<file path="src/ivfm_pkg.sv">
// Constants, types and decoding helpers of the input voltage fault monitor.
// Assumes a single 50 MHz clock and measured input voltage in 1/256 V units.
// Notes on behaviour
// - Overvoltage fault when input reaches limit 55h.
// - Limit words: exponent 15:11, mantissa 10:0.
// - Overvoltage limit 4 V to 20 V, 0.25-V steps.
// - Power cycle or store/restore rounds limit.
// - Unsupported writes rejected, flagged, host notified; 58h writes to an out-of-range phase are dropped unflagged.
// - Overvoltage sets summary, input and overvoltage flags.
// - Response 00b keeps switching through fault.
// - Response 01b switches delay cycles, then shuts.
// - Response 10b shuts at once; 11b invalid.
// - Retry code zero latches off after shutdown.
// - Retry 1-6: hiccup, restart that many times.
// - Attempts during overvoltage still use retry budget.
// - Retry 7 restarts forever until off or success.
// - Delay codes 0,1: one clock, one rise.
// - Codes 2-4 three clocks; 5-7 seven clocks.
// - Ignore response with fault at enable: no start.
// - Undervoltage warning when input falls to 58h.
// - Undervoltage limit and warning kept per phase.
// - Warning sets summary, input and warning flags.
// - Undervoltage limit 2.5 V to 15.5 V on writes; NVM reload unchecked.
package ivfm_pkg;

    // ------------------------------------------------------------------
    // Command codes and field layout
    // ------------------------------------------------------------------
    localparam logic [7:0] CMD_OV_LIMIT    = 8'h55;
    localparam logic [7:0] CMD_OV_RESPONSE = 8'h56;
    localparam logic [7:0] CMD_UV_LIMIT    = 8'h58;
    localparam int         EXP_MSB         = 15;
    localparam int         EXP_LSB         = 11;
    localparam int         MAN_MSB         = 10;
    localparam logic [4:0] EXP_RESET       = 5'h1e;
    localparam logic [1:0] ACT_IGNORE      = 2'h0;
    localparam logic [1:0] ACT_DELAYED     = 2'h1;
    localparam logic [1:0] ACT_IMMEDIATE   = 2'h2;
    localparam logic [1:0] ACT_INVALID     = 2'h3;
    localparam logic [2:0] RETRY_LATCH     = 3'h0;
    localparam logic [2:0] RETRY_FOREVER   = 3'h7;

    // ------------------------------------------------------------------
    // Voltage scaling: fixed point with eight fraction bits
    // ------------------------------------------------------------------
    localparam int                 FRAC        = 8;
    localparam int                 STEP_BITS   = 6;
    localparam logic signed [31:0] STEP_HALF   = 32'sh20;
    localparam logic signed [31:0] LIN_SAT     = 32'sh7fffffff;
    localparam logic signed [31:0] OV_MIN_FIX  = 32'sh400;
    localparam logic signed [31:0] OV_MAX_FIX  = 32'sh1400;
    localparam logic signed [31:0] UV_MIN_FIX  = 32'sh280;
    localparam logic signed [31:0] UV_MAX_FIX  = 32'sh0f80;
    localparam logic [2:0]         DLY_ONE     = 3'h1;
    localparam logic [2:0]         DLY_THREE   = 3'h3;
    localparam logic [2:0]         DLY_SEVEN   = 3'h7;
    localparam logic [2:0]         DLY_CODE_HI = 3'h4;

    typedef struct packed {
        logic        wr;
        logic        rd;
        logic [7:0]  code;
        logic [15:0] wdata;
    } ivfm_cmd_t;

    typedef struct packed {
        logic nota;
        logic input_word;
        logic input_overvoltage_flag;
        logic invalid_data;
    } ivfm_status_t;

    // Decodes a linear word into fixed point volts.
    function automatic logic signed [31:0] ivfm_lin_to_fix(
        input logic [15:0] w);
        logic signed [4:0]  e;
        logic signed [10:0] m;
        logic signed [31:0] mx;
        int                 sh;
        e  = w[EXP_MSB:EXP_LSB];
        m  = w[MAN_MSB:0];
        mx = 32'(m);
        sh = int'(e) + FRAC;
        if (sh > FRAC) begin
            ivfm_lin_to_fix = (m < 0) ? -LIN_SAT : LIN_SAT;
        end else if (sh >= 0) begin
            ivfm_lin_to_fix = mx <<< sh;
        end else begin
            ivfm_lin_to_fix = mx >>> (-sh);
        end
    endfunction

    // Rounds an overvoltage limit to the nearest supported value.
    function automatic logic [15:0] ivfm_round_ov(input logic [15:0] w);
        logic signed [31:0] q;
        q = (ivfm_lin_to_fix(w) + STEP_HALF) >>> STEP_BITS;
        if (q < (OV_MIN_FIX >>> STEP_BITS)) q = OV_MIN_FIX >>> STEP_BITS;
        if (q > (OV_MAX_FIX >>> STEP_BITS)) q = OV_MAX_FIX >>> STEP_BITS;
        ivfm_round_ov = {EXP_RESET, q[MAN_MSB:0]};
    endfunction

    // Shutdown delay in PWM clocks for a delay code.
    function automatic logic [2:0] ivfm_dly_clocks(input logic [2:0] c);
        if (c <= DLY_ONE) ivfm_dly_clocks = DLY_ONE;
        else if (c <= DLY_CODE_HI) ivfm_dly_clocks = DLY_THREE;
        else ivfm_dly_clocks = DLY_SEVEN;
    endfunction

    // Hiccup length in rise times for a delay code.
    function automatic logic [2:0] ivfm_hiccup_mult(input logic [2:0] c);
        ivfm_hiccup_mult = (c <= DLY_ONE) ? DLY_ONE : c;
    endfunction

endpackage

</file>
<file path="src/ivfm_sync3.sv">
// Three-stage synchroniser for an input from outside the clock domain.
// The output changes only once the second and third stages agree.
`timescale 1ns/1ps
module ivfm_sync3 (
    input  wire logic clock,
    input  wire logic rst,
    input  wire logic d,
    output logic      q
);
    logic s1_reg;
    logic s2_reg;
    logic s3_reg;
    logic q_reg;

    always_ff @(posedge clock or posedge rst) begin
        if (rst) begin
            s1_reg <= 1'b0;
            s2_reg <= 1'b0;
            s3_reg <= 1'b0;
            q_reg  <= 1'b0;
        end else begin
            s1_reg <= d;
            s2_reg <= s1_reg;
            s3_reg <= s2_reg;
            if (s2_reg == s3_reg) q_reg <= s3_reg;
        end
    end

    assign q = q_reg;
endmodule

</file>
<file path="src/ivfm_monitor.sv">
// Input overvoltage fault response and per-phase undervoltage warning.
// Assumes commands arrive decoded from the PMBus layer, one per cycle,
// and voltages come from telemetry on the same clock.
`timescale 1ns/1ps
module ivfm_monitor
    import ivfm_pkg::*;
#(
    parameter int PHASES = 2,
    parameter int VIN_W  = 24,
    parameter int RISE_W = 24
) (
    input  wire logic                          clock,
    input  wire logic                          rst,
    input  wire logic                          pwm_clk,
    input  wire ivfm_cmd_t                     cmd,
    input  wire logic [$clog2(PHASES+1)-1:0]   cmd_phase,
    output logic                               rsp_valid,
    output logic [15:0]                        rsp_rdata,
    input  wire logic [PHASES-1:0][VIN_W-1:0]  power_input_voltage,
    input  wire logic                          enable,
    input  wire logic [RISE_W-1:0]             rise_time_cycles,
    input  wire logic                          nvm_restore,
    input  wire logic                          nvm_store,
    input  wire logic [10:0]                   nvm_ov_mantissa,
    input  wire logic [10:0]                   nvm_uv_mantissa,
    input  wire logic [7:0]                    nvm_policy,
    input  wire logic                          clear_faults,
    output logic                               switching,
    output logic                               latched_off,
    output ivfm_status_t                       status,
    output logic [PHASES-1:0]                  input_undervoltage_warning_flag,
    output logic                               alert_n
);
    // ------------------------------------------------------------------
    // Registers and PWM clock edge detection
    // ------------------------------------------------------------------
    typedef enum logic [4:0] {
        ST_IDLE   = 5'h01,
        ST_RUN    = 5'h02,
        ST_DELAY  = 5'h04,
        ST_HICCUP = 5'h08,
        ST_LATCH  = 5'h10
    } ivfm_state_t;

    ivfm_state_t              state_reg, state_next;
    logic [15:0]              ov_limit_reg;
    logic [7:0]               policy_reg;
    logic [PHASES-1:0][15:0]  uv_limit_reg;
    logic                     load_pending_reg;
    ivfm_status_t             status_reg;
    logic [PHASES-1:0]        uvw_reg;
    logic [15:0]              rdata_reg;
    logic                     rvalid_reg;
    logic [2:0]               delay_cnt_reg, delay_cnt_next;
    logic [RISE_W-1:0]        rise_cnt_reg, rise_cnt_next;
    logic [2:0]               mult_cnt_reg, mult_cnt_next;
    logic [2:0]               budget_reg, budget_next;
    logic                     pwm_sync;
    logic                     pwm_last_reg;

    ivfm_sync3 u_pwm_sync (
        .clock (clock),
        .rst   (rst),
        .d     (pwm_clk),
        .q     (pwm_sync)
    );

    wire pwm_tick = pwm_sync & ~pwm_last_reg;

    // ------------------------------------------------------------------
    // Field decode and comparisons
    // ------------------------------------------------------------------
    wire [1:0] ov_action_select = policy_reg[7:6];
    wire [2:0] ov_restart_count = policy_reg[5:3];
    wire [2:0] ov_delay_select  = policy_reg[2:0];
    wire [4:0] ov_limit_exponent = ov_limit_reg[EXP_MSB:EXP_LSB];
    wire [10:0] ov_limit_mantissa = ov_limit_reg[MAN_MSB:0];

    wire signed [31:0] ov_fix = ivfm_lin_to_fix(ov_limit_reg);
    wire signed [31:0] vin0   = 32'(power_input_voltage[0]);
    wire ov_fault = (vin0 >= ov_fix);

    logic [PHASES-1:0] uv_cond;
    genvar gp;
    generate
        for (gp = 0; gp < PHASES; gp++) begin : g_uv
            wire signed [31:0] uv_fix = ivfm_lin_to_fix(uv_limit_reg[gp]);
            wire signed [31:0] vin_p  = 32'(power_input_voltage[gp]);
            assign uv_cond[gp] = (vin_p <= uv_fix);
        end
    endgenerate

    wire signed [31:0] wr_fix = ivfm_lin_to_fix(cmd.wdata);
    wire ov_wr_ok = (wr_fix >= OV_MIN_FIX) && (wr_fix <= OV_MAX_FIX)
                  && (wr_fix[STEP_BITS-1:0] == '0);
    wire uv_wr_ok = (wr_fix >= UV_MIN_FIX) && (wr_fix <= UV_MAX_FIX);
    wire pol_wr_ok = (cmd.wdata[7:6] != ACT_INVALID);
    wire phase_ok  = (int'(cmd_phase) < PHASES);
    wire wr_ov  = cmd.wr && (cmd.code == CMD_OV_LIMIT);
    wire wr_pol = cmd.wr && (cmd.code == CMD_OV_RESPONSE);
    wire wr_uv  = cmd.wr && (cmd.code == CMD_UV_LIMIT) && phase_ok;
    wire bad_write = (wr_ov && !ov_wr_ok) || (wr_pol && !pol_wr_ok)
                   || (wr_uv && !uv_wr_ok);

    wire [RISE_W-1:0] rise_load = (rise_time_cycles == '0) ? '0
                                : rise_time_cycles - RISE_W'(1);
    wire budget_full = (ov_restart_count == RETRY_FOREVER);

    // ------------------------------------------------------------------
    // Fault response state machine
    // ------------------------------------------------------------------
    always_comb begin
        state_next     = state_reg;
        delay_cnt_next = delay_cnt_reg;
        rise_cnt_next  = rise_cnt_reg;
        mult_cnt_next  = mult_cnt_reg;
        budget_next    = budget_reg;
        case (state_reg)
            ST_IDLE: begin
                budget_next = ov_restart_count;
                if (enable && !ov_fault) state_next = ST_RUN;
            end
            ST_RUN: begin
                budget_next = ov_restart_count;
                if (!enable) begin
                    state_next = ST_IDLE;
                end else if (ov_fault) begin
                    if (ov_action_select == ACT_DELAYED) begin
                        state_next     = ST_DELAY;
                        delay_cnt_next = ivfm_dly_clocks(ov_delay_select);
                    end else if (ov_action_select != ACT_IGNORE) begin
                        state_next = (ov_restart_count == RETRY_LATCH)
                                   ? ST_LATCH : ST_HICCUP;
                        rise_cnt_next = rise_load;
                        mult_cnt_next = ivfm_hiccup_mult(ov_delay_select);
                    end
                end
            end
            ST_DELAY: begin
                if (!enable) begin
                    state_next = ST_IDLE;
                end else if (!ov_fault) begin
                    state_next = ST_RUN;
                end else if (pwm_tick) begin
                    if (delay_cnt_reg <= DLY_ONE) begin
                        state_next = (ov_restart_count == RETRY_LATCH)
                                   ? ST_LATCH : ST_HICCUP;
                        rise_cnt_next = rise_load;
                        mult_cnt_next = ivfm_hiccup_mult(ov_delay_select);
                    end else begin
                        delay_cnt_next = delay_cnt_reg - 3'h1;
                    end
                end
            end
            ST_HICCUP: begin
                if (!enable) begin
                    state_next = ST_IDLE;
                end else if (rise_cnt_reg != '0) begin
                    rise_cnt_next = rise_cnt_reg - RISE_W'(1);
                end else if (mult_cnt_reg > DLY_ONE) begin
                    mult_cnt_next = mult_cnt_reg - 3'h1;
                    rise_cnt_next = rise_load;
                end else begin
                    // A restart attempt: it costs budget even when blocked.
                    if (!budget_full) budget_next = budget_reg - 3'h1;
                    if (!ov_fault) begin
                        state_next  = ST_RUN;
                        budget_next = ov_restart_count;
                    end else if (budget_full || budget_reg > 3'h1) begin
                        rise_cnt_next = rise_load;
                        mult_cnt_next = ivfm_hiccup_mult(ov_delay_select);
                    end else begin
                        state_next = ST_LATCH;
                    end
                end
            end
            ST_LATCH: begin
                if (!enable) state_next = ST_IDLE;
            end
            default: state_next = ST_IDLE;
        endcase
    end

    always_ff @(posedge clock or posedge rst) begin
        if (rst) begin
            state_reg     <= ST_IDLE;
            delay_cnt_reg <= '0;
            rise_cnt_reg  <= '0;
            mult_cnt_reg  <= '0;
            budget_reg    <= '0;
            pwm_last_reg  <= 1'b0;
        end else begin
            state_reg     <= state_next;
            delay_cnt_reg <= delay_cnt_next;
            rise_cnt_reg  <= rise_cnt_next;
            mult_cnt_reg  <= mult_cnt_next;
            budget_reg    <= budget_next;
            pwm_last_reg  <= pwm_sync;
        end
    end

    // ------------------------------------------------------------------
    // Command registers, nonvolatile reload and readback
    // ------------------------------------------------------------------
    always_ff @(posedge clock or posedge rst) begin
        if (rst) begin
            ov_limit_reg     <= {EXP_RESET, 11'h000};
            policy_reg       <= 8'h00;
            uv_limit_reg     <= {PHASES{EXP_RESET, 11'h000}};
            load_pending_reg <= 1'b1;
        end else if (load_pending_reg || nvm_restore) begin
            ov_limit_reg     <= ivfm_round_ov({EXP_RESET, nvm_ov_mantissa});
            policy_reg       <= nvm_policy;
            uv_limit_reg     <= {PHASES{EXP_RESET, nvm_uv_mantissa}};
            load_pending_reg <= 1'b0;
        end else begin
            if (nvm_store) ov_limit_reg <= ivfm_round_ov(ov_limit_reg);
            else if (wr_ov && ov_wr_ok) ov_limit_reg <= cmd.wdata;
            if (wr_pol && pol_wr_ok) policy_reg <= cmd.wdata[7:0];
            if (wr_uv && uv_wr_ok) uv_limit_reg[cmd_phase] <= cmd.wdata;
        end
    end

    always_ff @(posedge clock or posedge rst) begin
        if (rst) begin
            rdata_reg  <= '0;
            rvalid_reg <= 1'b0;
        end else begin
            rvalid_reg <= cmd.rd;
            if (cmd.rd) begin
                case (cmd.code)
                    CMD_OV_LIMIT:    rdata_reg <= ov_limit_reg;
                    CMD_OV_RESPONSE: rdata_reg <= {8'h00, policy_reg};
                    CMD_UV_LIMIT:    rdata_reg <= phase_ok
                                     ? uv_limit_reg[cmd_phase] : 16'h0000;
                    default:         rdata_reg <= 16'h0000;
                endcase
            end
        end
    end

    // ------------------------------------------------------------------
    // Sticky status flags; a new event wins over a clear
    // ------------------------------------------------------------------
    wire any_uv = |uv_cond;
    always_ff @(posedge clock or posedge rst) begin
        if (rst) begin
            status_reg <= '0;
            uvw_reg    <= '0;
        end else begin
            status_reg.nota <= (ov_fault || any_uv)
                             || (status_reg.nota && !clear_faults);
            status_reg.input_word <= (ov_fault || any_uv)
                             || (status_reg.input_word && !clear_faults);
            status_reg.input_overvoltage_flag <= ov_fault
                || (status_reg.input_overvoltage_flag && !clear_faults);
            status_reg.invalid_data <= bad_write
                || (status_reg.invalid_data && !clear_faults);
            uvw_reg <= uv_cond | (uvw_reg & {PHASES{!clear_faults}});
        end
    end

    assign status    = status_reg;
    assign input_undervoltage_warning_flag = uvw_reg;
    assign alert_n   = !(|status_reg || |uvw_reg);
    assign switching   = (state_reg == ST_RUN) || (state_reg == ST_DELAY);
    assign latched_off = (state_reg == ST_LATCH);
    assign rsp_valid = rvalid_reg;
    assign rsp_rdata = rdata_reg;

    // ------------------------------------------------------------------
    // Checks
    // ------------------------------------------------------------------
    a_ov_flag_set: assert property (@(posedge clock) disable iff (rst)
        ov_fault |=> status.input_overvoltage_flag && !alert_n)
        else $error("overvoltage flag not set");
    a_ignore_keeps: assert property (@(posedge clock) disable iff (rst)
        state_reg == ST_RUN && enable && ov_action_select == ACT_IGNORE
        |=> switching)
        else $error("ignore response stopped switching");
    a_immediate_off: assert property (@(posedge clock) disable iff (rst)
        state_reg == ST_RUN && enable && ov_fault
        && ov_action_select == ACT_IMMEDIATE |=> !switching)
        else $error("immediate response did not shut down");
    a_latch_no_retry: assert property (@(posedge clock) disable iff (rst)
        state_reg == ST_RUN && enable && ov_fault && ov_restart_count == '0
        && ov_action_select == ACT_IMMEDIATE |=> latched_off)
        else $error("retry zero did not latch off");
    a_delay_ends: assert property (@(posedge clock) disable iff (rst)
        state_reg == ST_DELAY && enable && ov_fault && pwm_tick
        && delay_cnt_reg == DLY_ONE |=> !switching)
        else $error("delayed response did not shut down");
    a_refuse_start: assert property (@(posedge clock) disable iff (rst)
        state_reg == ST_IDLE && ov_fault |=> !switching)
        else $error("started with overvoltage present");
    a_uv_warn_set: assert property (@(posedge clock) disable iff (rst)
        uv_cond[0] |=> input_undervoltage_warning_flag[0] && status.nota)
        else $error("undervoltage warning not raised");
    a_ov_range_rej: assert property (@(posedge clock) disable iff (rst)
        wr_ov && !ov_wr_ok && !nvm_store && !nvm_restore
        && !load_pending_reg |=> $stable(ov_limit_reg) && status.invalid_data)
        else $error("bad overvoltage limit accepted");
    a_policy_rej: assert property (@(posedge clock) disable iff (rst)
        wr_pol && !pol_wr_ok && !nvm_restore && !load_pending_reg
        |=> $stable(policy_reg) && !alert_n)
        else $error("invalid response code accepted");
    a_restore_round: assert property (@(posedge clock) disable iff (rst)
        nvm_restore |=> ov_limit_exponent == EXP_RESET
        && ov_fix >= OV_MIN_FIX && ov_fix <= OV_MAX_FIX)
        else $error("restored limit not supported");
    a_budget_count: assert property (@(posedge clock) disable iff (rst)
        state_reg == ST_HICCUP && enable && rise_cnt_reg == '0
        && mult_cnt_reg <= DLY_ONE && ov_fault && !budget_full
        |=> budget_reg == $past(budget_reg) - 3'h1)
        else $error("blocked attempt not counted");
endmodule

</file>
<file path="config.mk">
export PLATFORM = sky130hd
export DESIGN_NAME = ivfm_monitor
export DESIGN_NICKNAME = d
export VERILOG_FILES = /design/src/ivfm_pkg.sv /design/src/ivfm_sync3.sv /design/src/ivfm_monitor.sv
export SDC_FILE = /design/constraint.sdc
export NUM_CORES = 1
export LEC_CHECK = 0
export ABC_AREA = 1
export BUFFER_PORTS_ARGS = -buffer_cell sky130_fd_sc_hd__buf_2
export CAP_MARGIN = 5
export CORE_MARGIN = 2
export CORE_UTILIZATION = 57
export CTS_BUF_LIST = sky130_fd_sc_hd__clkbuf_4 sky130_fd_sc_hd__clkbuf_8
export CTS_CLUSTER_SIZE = 20
export DETAILED_ROUTE_END_ITERATION = 8
export PLACE_DENSITY_LB_ADDON = 0.3
export SYNTH_ARGS = -nofsm -noshare
export SYNTH_HDL_FRONTEND = slang
export SYNTH_SLANG_ARGS = --single-unit
export TNS_END_PERCENT = 50
</file>
<file path="constraint.sdc">
create_clock -name clock -period 6.4 [get_ports clock]
set_input_delay 0.96 -clock clock [delete_from_list [all_inputs] [get_ports clock]]
set_output_delay 0.96 -clock clock [all_outputs]
set_load 0.03 [all_outputs]
</file>
==> summary.md <==
| Metric | Value |
|---|---|
| Outcome | completed |
| GRT Overall Usage | between 30% and 40% |
| Top cell by count, worst path | nand2_1 |
| YS warnings | 0 |
| Post-cts hold buffer count | 0 |
| Worst path required time | between 6 and 7 ns |
| Startpoint Class | flop |
| CP Capture Type | flop |
| Vias in the first global route | ~19000 |
| Largest net degree at the start of global routing | 73 |
| Die width | ~180 µm |
| Row count | between 60 and 70 |
| Placement Setup Slack | between 0.2 and 0.25 ns |
| Placed wire-length estimate | about 47000 µm |
| Yosys reg bits | between 100 and 150 |
| RD Place Congestion | 1.02 |
| Family with the most delay on the worst path | compound AO/OA/AOI/OAI gates |
| Ant diodes | 0 |
| Largest area contributor in the netlist | nand2_1 |
| Slew HR | 16.3% |
| Final Hold Viols | 0 |
| Final Critical Period | 5.81 ns |
| CTS tree | yes |
| Sequential area share after synthesis | about 18% |
| Routed WL | 59800 µm |
| Antenna Nets Post-Route | 0 |
| Setup WS post-layout | 0.590 ns |
| Final period util | roughly nine tenths |
| Slowest cell delay on critical path | ~0.56 ns |
| Final Max Slew Viols | 0 |
| Core area | between 0.03 and 0.04 mm² |
| Max Fclk | roughly 170 MHz |
| Die area | between 0.03 and 0.04 mm² |
| CTS max path bufs | 2 |
| Post-DR vias/cell | 6.03 |
| Initial antenna violation count | 1 |
| Synth Instances | around 2900 |
| Clock Tree Root | clkbuf_8 |
| Synthesized area | approximately 0.018 mm² |
| Max-cap violations | 0 |
| Share of cells above drive strength 1 | ~13% |
| Pleak | 0.00925 µW |
| Top cells by count, synth | 785 x nand2_1, 306 x o21ai_0, 268 x inv_1 |
| FFs w/ async S/R, synth | between 90% and 100% |
| CP bufs+invs | 3 |
| Most numerous cell in the Yosys netlist | nand2_1 |
| Post-synth top area share | between 10% and 20% |
| Initial Utilization | 57.8% |
| Post-synthesis simple-gate area fraction | 36.4% |
| Initial DRC Count | around 2300 |
| Post-route DRC violation count | 0 |
| CTS HTree Levels | 4 |
| Highest-delay cell along the critical path | dfstp_4 |
| Synthesis-to-finish area growth | 8.04% |
| Peak VDD IR | 147 µV |
| IO Pins | about 160 |
| Fillers | 3049 |
| Mux share of post-synthesis cell area | under 10% |
| Drt pass-1 iters | 6 |
| Number of port buffers | between 150 and 200 |
| Syn_nets | 3185 |
| Clock transition at the registers of the reported paths | ~0.080 ns |
| Worst min path class | flop to flop |
| EDFF count, synth | 0 |
| Slew @ Worst Pin | 1.25 ns |
| R2R setup slack | between 0.5 and 0.6 ns |
| First-pass GRT wire length | around 95000 µm |
| Critical path class | flop to flop |
| Final Skew | 0.0211 ns |
| Largest family of logic cells by synthesized area | simple AND/OR/NAND/NOR gates |
| Syn Area/Cell | about 6 µm² |
| Total Power | approximately 3600 µW |
| Worst skew pair latency | between 0.4 and 0.5 ns |
| Final layout net count | 3283 |
| Dominant cells by area after synthesis | nand2_1 17%, dfrtp_1 15%, ha_1 8.7% |
| Drt wl/cell | 17.4 µm |
| Clock Sinks | roughly 120 |
| WHS | around 0.39 ns |
| Routed vias | 20700 |
| Synth Flop Type | dfrtp_1 |
| Pwr dens | 186 mW/mm² |
| Crit path max fanout | 23 |
| Compound-Gate Fraction of Synth Area | a little under a quarter |
| Post-route cell area | approximately 0.019 mm² |
| Placed cell area | roughly 0.019 mm² |
| Yosys cell types | a little under 80 |
| Final setup fails | 0 |
| CTS Buf Count | 17 |
| Floorplan die height | 180 µm |
| Total gr overflow | 0 |
| Max reg flops | 32 |
| Synth Area in Adders | under 10% |
| Post-synthesis xor/xnor area fraction | 2.62% |
| Critical path arrival | just over 6 ns |
final cells by class:
cell class                 instances  area, µm²  area share (%)
inverter                         305       1170            6.13
tap                              396        495            2.60
multi-input combinational       2376      12800            67.2
clock buffer                      20        275            1.45
timing repair buffer             196       1070            5.60
sequential                       123       3100            16.3
clock inverter                    12        138           0.723
cell usage in the layout (no fill, tap or decap), types with 21 or more instances in the layout:
cell and count:
nand2_1 784, o21ai_0 305, inv_1 265, nor2_1 257, nand3_1 239, buf_2 162
a21oi_1 159, ha_1 123, dfrtp_1 109, o21ai_1 82, nor3_1 41, buf_4 34
nand4_1 33, o22ai_1 30, o211ai_1 26, nand3_2 26, mux2i_1 24, xnor2_1 24
xor2_1 24, inv_2 21
metal layers:
metal	vias up	GRT usage [%]	part of all wire [%]
li1	10100	-	-
met1	9559	49.6	44
met5	-	0	0.030
met4	2	11.9	2.9
met2	938	55.7	44
met3	132	7.07	9.4
through the flow:
| stage | TNS, ns | cells | util [%] |
|---|---|---|---|
| after floorplan | 0 | 2921 | - |
| after global placement | 0 | 3391 | 60.8 |
| after detailed placement | 0 | 3391 | 60.8 |
| after CTS | 0 | 3423 | 62.1 |
| after global routing | -0.0449 | 3428 | 62.4 |
| final | 0 | 3428 | 62.4 |
logic make-up (layout without fill, tap and decap cells):
logic type	count (synthesis)	after routing
XOR/XNOR	51	51
buffers and inverters	422	533
adder cells (fa/ha/maj)	128	128
multiplexers	24	24
AND/OR/NAND/NOR	1465	1465
flip-flops	123	123
AO/OA/AOI/OAI	707	707
other	1	1
where the power goes:
part / switching [µW] / total (µW) / internal, µW
registers: 162 / 1090 / 928
logic: 1120 / 1700 / 584
clock network: 376 / 756 / 380
worst paths after layout:
check                           cells after the start                    startpoint                     endpoint
worst min register to register                      0   u_pwm_sync.s2_reg$_DFF_PP0_  u_pwm_sync.s3_reg$_DFF_PP0_
worst max register to register                     28  uv_limit_reg[30]$_DFFE_PP1P_          status[3]$_DFF_PP0_
max in group asynchronous                           3                           rst    rsp_rdata[11]$_DFFE_PP0P_
worst min-delay path                                0   u_pwm_sync.s2_reg$_DFF_PP0_  u_pwm_sync.s3_reg$_DFF_PP0_
min in group asynchronous                           2                           rst          status[3]$_DFF_PP0_
worst max-delay path                               28  uv_limit_reg[30]$_DFFE_PP1P_          status[3]$_DFF_PP0_
what timing repair did:
action	in CTS	in global routing
setup endpoints to repair	0	41
setup buffers	0	5
resized for setup	0	13
Note: power is estimated with default switching activity, not from simulation.
